`src/hw/pss_defines.vh`:
```
`ifndef PSS_DEFINES_VH
`define PSS_DEFINES_VH
`define PSS_CTRL 8'h00
`define PSS_STATUS 8'h04
`define PSS_SEQ_THR 8'h08
`define PSS_T1 8'h0C
`define PSS_T2 8'h10
`define PSS_T3 8'h14
`define PSS_IRQ_STAT 8'h18
`define PSS_IRQ_MASK 8'h1C
`define PSS_TICK_HZ 100
`define PSS_CLK_HZ 20000000
`define PSS_TICK_CYC (`PSS_CLK_HZ / `PSS_TICK_HZ)
`define PSS_T1_DEF 32'h00000032
`define PSS_T2_DEF 32'h000003E8
`define PSS_T3_DEF 32'h0015F900
`define PSS_POS_THR_DEF 7'h05
`define PSS_NEG_THR_DEF 7'h46
`define PSS_POS_THR_MIN 7'h05
`define PSS_POS_THR_MAX 7'h1E
`define PSS_NEG_THR_MIN 7'h46
`define PSS_NEG_THR_MAX 7'h64
`define PSS_CTRL_GATED 0
`define PSS_CTRL_REMOTE 1
`define PSS_CTRL_TAG_ON 2
`define PSS_CTRL_TAG_OFF 3
`endif

```
`src/hw/pss_supervision.v`:
```
// The implementer's own choices: the address map and the APB slave port.
`timescale 1ns/1ps
`include "pss_defines.vh"
module pss_supervision #(
  parameter TICK_CYC = `PSS_TICK_CYC
) (
  // clock and reset
  input wire pclk,
  input wire presetn,
  // apb slave
  input wire psel,
  input wire penable,
  input wire pwrite,
  input wire [7:0] paddr,
  input wire [31:0] pwdata,
  output reg [31:0] prdata,
  output wire pready,
  output wire pslverr,
  // front panel and mode
  input wire tag_button,
  input wire remote_mode,
  input wire tag_command,
  input wire reclose_block,
  // protection trips
  input wire phase_time_overcurrent,
  input wire earth_time_overcurrent,
  input wire directional_earth_stage_one,
  input wire directional_earth_stage_two,
  // measured quantities, in hundredths of nominal
  input wire [6:0] positive_sequence_voltage,
  input wire [6:0] negative_sequence_voltage,
  input wire sensor_fault,
  input wire voltage_present,
  input wire voltage_absent,
  // protection steering
  output reg hot_line_tag,
  output reg sensitive_settings,
  output reg first_shot_settings,
  output reg reclose_inhibit,
  output reg directional_block,
  output reg protection_block,
  output reg voltage_dependent_reclose_off,
  output reg measurement_enable,
  output reg inverse_rotation,
  output reg direct_rotation,
  // signaling
  output reg overcurrent_signal_output,
  output reg directional_signal_output,
  output reg overcurrent_led,
  output reg directional_led,
  output reg overcurrent_cmd_event,
  output reg directional_cmd_event,
  output wire irq
);
  reg [16:0] s1, s2;
  // every pin level crosses into the clock domain through the same two stages
  wire [16:0] pin = {
    tag_button,
    tag_command,
    phase_time_overcurrent,
    earth_time_overcurrent,
    directional_earth_stage_one,
    directional_earth_stage_two,
    sensor_fault,
    voltage_present,
    voltage_absent,
    reclose_block,
    remote_mode,
    6'h00};
  always @(posedge pclk or negedge presetn) begin
    if (!presetn) begin
      s1 <= 17'h00000;
      s2 <= 17'h00000;
    end else begin
      s1 <= pin;
      s2 <= s1;
    end
  end
  wire btn = s2[16];
  wire cmd = s2[15];
  wire ptoc = s2[14];
  wire etoc = s2[13];
  wire des1 = s2[12];
  wire des2 = s2[11];
  wire sfault = s2[10];
  wire vpres = s2[9];
  wire vabs = s2[8];
  wire rblk = s2[7];
  wire remote = s2[6];
  // sequence quantities come from the same-clock measurement path
  reg btn_d, cmd_d;
  reg [3:0] ctrl;
  reg [6:0] pos_thr, neg_thr;
  reg [31:0] t1, t2, t3;
  reg [3:0] irq_stat, irq_mask;
  wire wr = psel & penable & pwrite;
  wire rd = psel & ~penable & ~pwrite;
  assign pready = 1'b1;
  assign pslverr = 1'b0;
  function [6:0] clamp;
    input [6:0] v;
    input [6:0] lo;
    input [6:0] hi;
    begin
      clamp = (v < lo) ? lo : ((v > hi) ? hi : v);
    end
  endfunction
  // tag toggle requests from the path that owns the current mode
  wire loc_req = ~remote & btn & ~btn_d;
  wire sw_on = wr & (paddr == `PSS_CTRL) & pwdata[`PSS_CTRL_TAG_ON];
  wire sw_off = wr & (paddr == `PSS_CTRL) & pwdata[`PSS_CTRL_TAG_OFF];
  wire rem_req = remote & cmd & ~cmd_d;
  wire [3:0] ev;
  // edge history for the two toggle sources
  always @(posedge pclk or negedge presetn) begin
    if (!presetn) begin
      btn_d <= 1'b0;
      cmd_d <= 1'b0;
    end else begin
      btn_d <= btn;
      cmd_d <= cmd;
    end
  end
  // a local press toggles; the remote path also has explicit set and clear
  always @(posedge pclk or negedge presetn) begin
    if (!presetn) begin
      hot_line_tag <= 1'b0;
    end else begin
      if (loc_req) begin
        hot_line_tag <= ~hot_line_tag;
      end else if (remote & (sw_on | (rem_req & ~hot_line_tag))) begin
        hot_line_tag <= 1'b1;
      end else if (remote & (sw_off | (rem_req & hot_line_tag))) begin
        hot_line_tag <= 1'b0;
      end
    end
  end
  // configuration registers
  always @(posedge pclk or negedge presetn) begin
    if (!presetn) begin
      ctrl <= 4'h0;
      pos_thr <= `PSS_POS_THR_DEF;
      neg_thr <= `PSS_NEG_THR_DEF;
      t1 <= `PSS_T1_DEF;
      t2 <= `PSS_T2_DEF;
      t3 <= `PSS_T3_DEF;
      irq_mask <= 4'h0;
    end else begin
      if (wr) begin
        case (paddr)
          `PSS_CTRL: ctrl <= {2'b00, pwdata[1:0]};
          `PSS_SEQ_THR: begin
            pos_thr <= clamp(pwdata[6:0], `PSS_POS_THR_MIN, `PSS_POS_THR_MAX);
            neg_thr <= clamp(pwdata[14:8], `PSS_NEG_THR_MIN, `PSS_NEG_THR_MAX);
          end
          `PSS_T1: t1 <= pwdata;
          `PSS_T2: t2 <= pwdata;
          `PSS_T3: t3 <= pwdata;
          `PSS_IRQ_MASK: irq_mask <= pwdata[3:0];
          default: ;
        endcase
      end
    end
  end
  // set wins over a write-one-to-clear in the same cycle, so no event is lost
  always @(posedge pclk or negedge presetn) begin
    if (!presetn) begin
      irq_stat <= 4'h0;
    end else begin
      irq_stat <= ev | (irq_stat & ~((wr && paddr == `PSS_IRQ_STAT) ? pwdata[3:0] : 4'h0));
    end
  end
  assign irq = |(irq_stat & irq_mask);
  wire gated = ctrl[`PSS_CTRL_GATED];
  // inverse when positive sequence is low and negative sequence is high
  wire inv_now = (positive_sequence_voltage < pos_thr) & (negative_sequence_voltage > neg_thr);
  wire dir_now = ~inv_now & (positive_sequence_voltage >= pos_thr);
  // signaling sequencer, one per relay
  localparam ST_IDLE = 2'd0;
  localparam ST_WAIT = 2'd1;
  localparam ST_ON = 2'd2;
  reg [1:0] oc_st, dr_st;
  reg [31:0] oc_a, dr_a, oc_h, dr_h, oc_f, dr_f;
  reg [31:0] tick_cnt;
  wire tick = (tick_cnt == TICK_CYC - 1);
  wire oc_trip = ptoc | etoc | des2;
  wire dr_trip = des1 | des2;
  always @(posedge pclk or negedge presetn) begin
    if (!presetn) begin
      tick_cnt <= 32'h00000000;
    end else begin
      tick_cnt <= tick ? 32'h00000000 : tick_cnt + 32'h00000001;
    end
  end
  // both relay sequencers share the tick and the timer settings
  always @(posedge pclk or negedge presetn) begin
    if (!presetn) begin
      oc_st <= ST_IDLE;
      dr_st <= ST_IDLE;
      oc_a <= 32'h00000000;
      dr_a <= 32'h00000000;
      oc_h <= 32'h00000000;
      dr_h <= 32'h00000000;
      oc_f <= 32'h00000000;
      dr_f <= 32'h00000000;
    end else begin
      if (!gated) begin
        oc_st <= ST_IDLE;
        dr_st <= ST_IDLE;
      end else begin
        case (oc_st)
          ST_IDLE: if (oc_trip) begin
            oc_st <= ST_WAIT;
            oc_a <= 32'h00000000;
          end
          ST_WAIT: begin
            // instantaneous voltage condition, no filter
            if (vabs) begin
              oc_st <= ST_ON;
              oc_h <= 32'h00000000;
              oc_f <= 32'h00000000;
            end else if (oc_a >= t1) begin
              oc_st <= ST_IDLE;
            end else if (tick) begin
              oc_a <= oc_a + 32'h00000001;
            end
          end
          ST_ON: begin
            oc_h <= vpres ? (tick ? oc_h + 32'h00000001 : oc_h) : 32'h00000000;
            if (tick) begin
              oc_f <= oc_f + 32'h00000001;
            end
            if (vpres && oc_h >= t2) begin
              oc_st <= ST_IDLE;
            end else if (oc_f >= t3) begin
              oc_st <= ST_IDLE;
            end
          end
          default: oc_st <= ST_IDLE;
        endcase
        case (dr_st)
          ST_IDLE: if (dr_trip) begin
            dr_st <= ST_WAIT;
            dr_a <= 32'h00000000;
          end
          ST_WAIT: begin
            if (vabs) begin
              dr_st <= ST_ON;
              dr_h <= 32'h00000000;
              dr_f <= 32'h00000000;
            end else if (dr_a >= t1) begin
              dr_st <= ST_IDLE;
            end else if (tick) begin
              dr_a <= dr_a + 32'h00000001;
            end
          end
          ST_ON: begin
            dr_h <= vpres ? (tick ? dr_h + 32'h00000001 : dr_h) : 32'h00000000;
            if (tick) begin
              dr_f <= dr_f + 32'h00000001;
            end
            if (vpres && dr_h >= t2) begin
              dr_st <= ST_IDLE;
            end else if (dr_f >= t3) begin
              dr_st <= ST_IDLE;
            end
          end
          default: dr_st <= ST_IDLE;
        endcase
      end
    end
  end
  // relay commands: timer-gated or plain trip-following
  wire next_oc = gated ? (oc_st == ST_ON) : oc_trip;
  wire next_dr = gated ? (dr_st == ST_ON) : dr_trip;
  // rising edges only: inverse rotation, sensor fault, relay commands
  assign ev = {
    inv_now & ~inverse_rotation,
    sfault & ~protection_block,
    next_dr & ~directional_signal_output,
    next_oc & ~overcurrent_signal_output};
  wire [31:0] status_word = {
    20'h00000,
    dr_st,
    oc_st,
    directional_signal_output,
    overcurrent_signal_output,
    protection_block,
    direct_rotation,
    inverse_rotation,
    remote,
    reclose_inhibit,
    hot_line_tag};
  // protection steering follows the tag and the synced block input
  always @(posedge pclk or negedge presetn) begin
    if (!presetn) begin
      sensitive_settings <= 1'b0;
      first_shot_settings <= 1'b0;
      reclose_inhibit <= 1'b0;
    end else begin
      sensitive_settings <= hot_line_tag;
      reclose_inhibit <= hot_line_tag | rblk;
      first_shot_settings <= rblk & ~hot_line_tag;
    end
  end
  // rotation indications
  always @(posedge pclk or negedge presetn) begin
    if (!presetn) begin
      inverse_rotation <= 1'b0;
      direct_rotation <= 1'b0;
      directional_block <= 1'b0;
    end else begin
      inverse_rotation <= inv_now;
      direct_rotation <= dir_now;
      directional_block <= inv_now | sfault;
    end
  end
  // sensor supervision blocks protection but never stops measurement
  always @(posedge pclk or negedge presetn) begin
    if (!presetn) begin
      protection_block <= 1'b0;
      voltage_dependent_reclose_off <= 1'b0;
      measurement_enable <= 1'b1;
    end else begin
      protection_block <= sfault;
      voltage_dependent_reclose_off <= sfault;
      measurement_enable <= 1'b1;
    end
  end
  // relays and leds load the same next value, so they cannot drift apart
  always @(posedge pclk or negedge presetn) begin
    if (!presetn) begin
      overcurrent_signal_output <= 1'b0;
      directional_signal_output <= 1'b0;
      overcurrent_led <= 1'b0;
      directional_led <= 1'b0;
    end else begin
      overcurrent_signal_output <= next_oc;
      directional_signal_output <= next_dr;
      overcurrent_led <= next_oc;
      directional_led <= next_dr;
    end
  end
  // one-cycle command pulses for the event log
  always @(posedge pclk or negedge presetn) begin
    if (!presetn) begin
      overcurrent_cmd_event <= 1'b0;
      directional_cmd_event <= 1'b0;
    end else begin
      overcurrent_cmd_event <= next_oc & ~overcurrent_signal_output;
      directional_cmd_event <= next_dr & ~directional_signal_output;
    end
  end
  // read data is captured in the setup cycle and stands through the access cycle
  always @(posedge pclk or negedge presetn) begin
    if (!presetn) begin
      prdata <= 32'h00000000;
    end else begin
      if (rd) begin
        case (paddr)
          `PSS_CTRL: prdata <= {28'h0000000, ctrl};
          `PSS_STATUS: prdata <= status_word;
          `PSS_SEQ_THR: prdata <= {17'h00000, neg_thr, 1'b0, pos_thr};
          `PSS_T1: prdata <= t1;
          `PSS_T2: prdata <= t2;
          `PSS_T3: prdata <= t3;
          `PSS_IRQ_STAT: prdata <= {28'h0000000, irq_stat};
          `PSS_IRQ_MASK: prdata <= {28'h0000000, irq_mask};
          default: prdata <= 32'h00000000;
        endcase
      end
    end
  end
endmodule // pss_supervision

```
`config.mk`:
```
export PLATFORM = sky130hd
export DESIGN_NAME = pss_supervision
export DESIGN_NICKNAME = d
export VERILOG_FILES = /design/src/hw/pss_supervision.v
export VERILOG_INCLUDE_DIRS = /design/src /design/src/hw
export SDC_FILE = /design/constraint.sdc
export NUM_CORES = 1
export LEC_CHECK = 0
export BUFFER_PORTS_ARGS = -buffer_cell sky130_fd_sc_hd__buf_2
export CORE_AREA = 2 2 236 238
export DETAILED_ROUTE_END_ITERATION = 12
export DIE_AREA = 0 0 238 240
export GPL_ROUTABILITY_DRIVEN = 0
export PLACE_DENSITY = 0.59
export SETUP_SLACK_MARGIN = 0.02
export SKIP_LAST_GASP = 1
export SLEW_MARGIN = 20
export SYNTH_ARGS = -nofsm -noshare
export SYNTH_HDL_FRONTEND = slang
export SYNTH_SLANG_ARGS = --single-unit
```
`constraint.sdc`:
```
create_clock -name pclk -period 4 [get_ports pclk]
set_input_delay 1 -clock pclk [delete_from_list [all_inputs] [get_ports pclk]]
set_output_delay 1 -clock pclk [all_outputs]
set_load 0.02 [all_outputs]
```
==> key figures <==
STA
  • Final Slew Violations: 0
  • RSZ-0062 raised after global routing: no
  • Final number of hold-violating endpoints: 0
  • Rel. slew slack: 0.385
  • Least-Margin Pin Slew: between 0.9 and 1 ns
  • Final min period: between 3 and 4 ns
  • Final setup fails: 0
  • Clock skew: 0.0304 ns
  • Worst Hold Slack: approximately 0.35 ns
  • Final period util: 0.806
  • Fmax: 310 MHz
  • Setup TNS: 0 ns
  • Worst setup margin: approximately 0.78 ns

Final layout
  • Share of cells above drive strength 1: 0.146
  • Post-layout util: 0.501
  • Post-route cell area: approximately 0.027 mm^2
  • Nets: a little under 3,000
  • Area Overhead vs Synth: 13.0%
  • Finished Layout Cells: roughly 3,400

Floorplanning
  • I/O pin count: approximately 120
  • Die X: ~240 um
  • Effective utilization at floorplan: 0.443
  • Die area: roughly 0.057 mm^2
  • Die Ht: approximately 240 um
  • Cell Rows: 86
  • Core ar.: between 0.05 and 0.06 mm^2

Flow run
  • Max-cap viol count: 0

Synth
  • Post-synth ARST share: 1.00
  • Synthesis warning total: 0
  • Post-Syn Instances: about 2,600
  • Top-area cell type share of the netlist area: 0.406
  • Most frequent cell after synthesis: dfrtp_1
  • Post-synth top cells: dfrtp_1 (393), nand2_1 (228), ha_1 (213)
  • Synth Cell Area: 0.0242 mm^2
  • Area leader, netlist: dfrtp_1
  • Post-synth EDFFs: 0
  • Area contributors post-synth: dfrtp_1 (41%), ha_1 (11%), mux2_2 (4.6%)
  • Synth Flop Type: dfrtp_1
  • Post-synthesis adder-cell area fraction: 0.110
  • Post-synthesis cell type count: 76
  • Synth Area in XOR/XNOR: 0.0365
  • Sequential-to-total area share from yosys stat: 0.431
  • Synth Area in Simple Gates: 0.176
  • FF+latch count, synth: around 420
  • Synth Area in Compound Gates: 0.154
  • Post-synthesis mux area share: 0.0497
  • Syn avg cell area: about 9.5 um^2
  • Main combinational cell family by area after synthesis: simple AND/OR/NAND/NOR gates

Critical path
  • Startpoint Class: flip-flop
  • CP Class: flip-flop to flip-flop
  • Required time of the critical path: 4.50 ns
  • Crit path max fanout: 9
  • WP data arrival: ~3.7 ns
  • CP endpoint kind: flip-flop
  • Reg2reg setup slack: approximately 0.78 ns

Power and ir drop
  • Leakage: 12.6 nW
  • Pwr dens: between 300 and 400 mW/mm^2
  • Maximum VDD drop: 0.367 mV
  • Total Power Consumption: 9.37 mW

GRT
  • First-pass GRT wire length: ~120 mm
  • Pin count of the biggest net entering global routing: a little under 100
  • Number of global-route vias before repair: a little over 20,000
  • GRT overflow: 0
  • Gr usage total: 0.263
  • Initial antenna violation count: 1

Clock network
  • Clock Tree Buf Depth: 3
  • Setup Buffers After CTS: 0
  • CTS buffer count: 49
  • Worst skew pair latency: a little over 0.6 ns
  • CTS Root Cell: clkbuf_16
  • Cts hold-fix bufs: 0
  • Reg clk slew, reported paths: approximately 0.060 ns
  • CTS tree: yes
  • Clock sink count: approximately 420
  • Post-CTS Resized: 0
  • H-tree Lvls: 2

Detailed routing
  • Number of DRC markers in iteration 0: 1,897
  • Post-route ant nets: 0
  • Post-route DRC violation count: 0
  • Routed Wire Length: approximately 75 mm
  • Number of iterations in the first detailed-routing pass: 6
  • WL/cell: ~22 um
  • Via/cell ratio: ~6
  • Via count: approximately 20,000

Place
  • DPL Wire Length: roughly 55 mm
  • Number of port buffers: 117
  • DP Worst Slack: between 0.7 and 0.8 ns
  • Post-Place Cells: between 3,000 and 4,000
  • Placed Area: roughly 0.026 mm^2

Min path
  • Min-Delay Path Class: flip-flop to flip-flop

Outcome
  • Status: finished, final reports clean
-- path summary, 6_finish.rpt --
kind | startpoint | end | depth (start not counted)
setup / recovery | oc_st[1]$_DFFE_PN0P_ | oc_f[30]$_DFFE_PN0P_ | 8
hold / removal | s1[13]$_DFF_PN0_ | s2[13]$_DFF_PN0_ | 0
setup reg to reg | oc_st[1]$_DFFE_PN0P_ | oc_f[30]$_DFFE_PN0P_ | 8
hold reg to reg | s1[13]$_DFF_PN0_ | s2[13]$_DFF_PN0_ | 0
max in group asynchronous | presetn | t2[26]$_DFFE_PN0P_ | 2
min in group asynchronous | presetn | first_shot_settings$_DFF_PN0_ | 1
-- worst max-delay path: stages, from the launching register on --
cell,delay (ns)
dfrtp_1,0.49
nor2b_1,0.17
buf_4,0.19
nand2_1,0.27
or4_1,0.65
a2111oi_4,0.59
nand4_4,0.18
or4_1,0.42
a21oi_1,0.16
-- sequential cells by signal, summed over array words and instances, names as in the netlist, 7 cells and up --
register	flops
dr_h	32
oc_a	32
t3	32
dr_a	32
prdata	32
s2	11
oc_f	32
neg_thr	7
oc_h	32
dr_f	32
t1	32
t2	32
s1	11
tick_cnt	32
pos_thr	7
-- metal layers --
metal  GRT usage  part of all wire  wire length (um)
met4      0.0949             0.035              2600
met3      0.0479             0.066              4890
met1       0.353              0.43             32400
met5           0                 0                 0
met2       0.427              0.46             34700
-- logic make-up (layout without fill, tap and decap cells) --
kind of cell | Yosys count | after routing
simple gates | 857 | 857
compound gates | 591 | 591
flops | 416 | 416
buf+inv | 262 | 409
fa+ha+maj | 213 | 213
mux | 108 | 108
xor+xnor | 101 | 101
other cells | 2 | 4
-- final cells by class --
class                      instances  area [um^2]
tap                              704          881
multi-input combinational       1873        12800
clock buffer                      72         1440
fill                            5108        27300
clock inverter                    19          230
timing repair buffer             161          988
inverter                         157          589
antenna                            1         2.50
sequential                       416        10400
-- cells in the final DEF (no fill, tap or decap), drive strengths merged, types with 31 or more instances in the layout --
| cell | instances |
|---|---|
| buf | 161 |
| nand2 | 228 |
| inv | 158 |
| ha | 213 |
| o31ai | 42 |
| xnor2 | 70 |
| nand4 | 72 |
| nor3 | 55 |
| xor2 | 31 |
| dfrtp | 393 |
| and3 | 44 |
| nor4 | 38 |
| nor2 | 197 |
| mux2 | 99 |
| a21o | 38 |
| a31oi | 45 |
| clkbuf | 72 |
| o21ai | 152 |
| nand3 | 95 |
| a21oi | 165 |
-- report_power, final --
part,internal [mW],switching [mW]
Clock,2.77,1.88
Sequential,4.26,0.0416
Combinational,0.127,0.305
(Power assumes the default switching activity.)
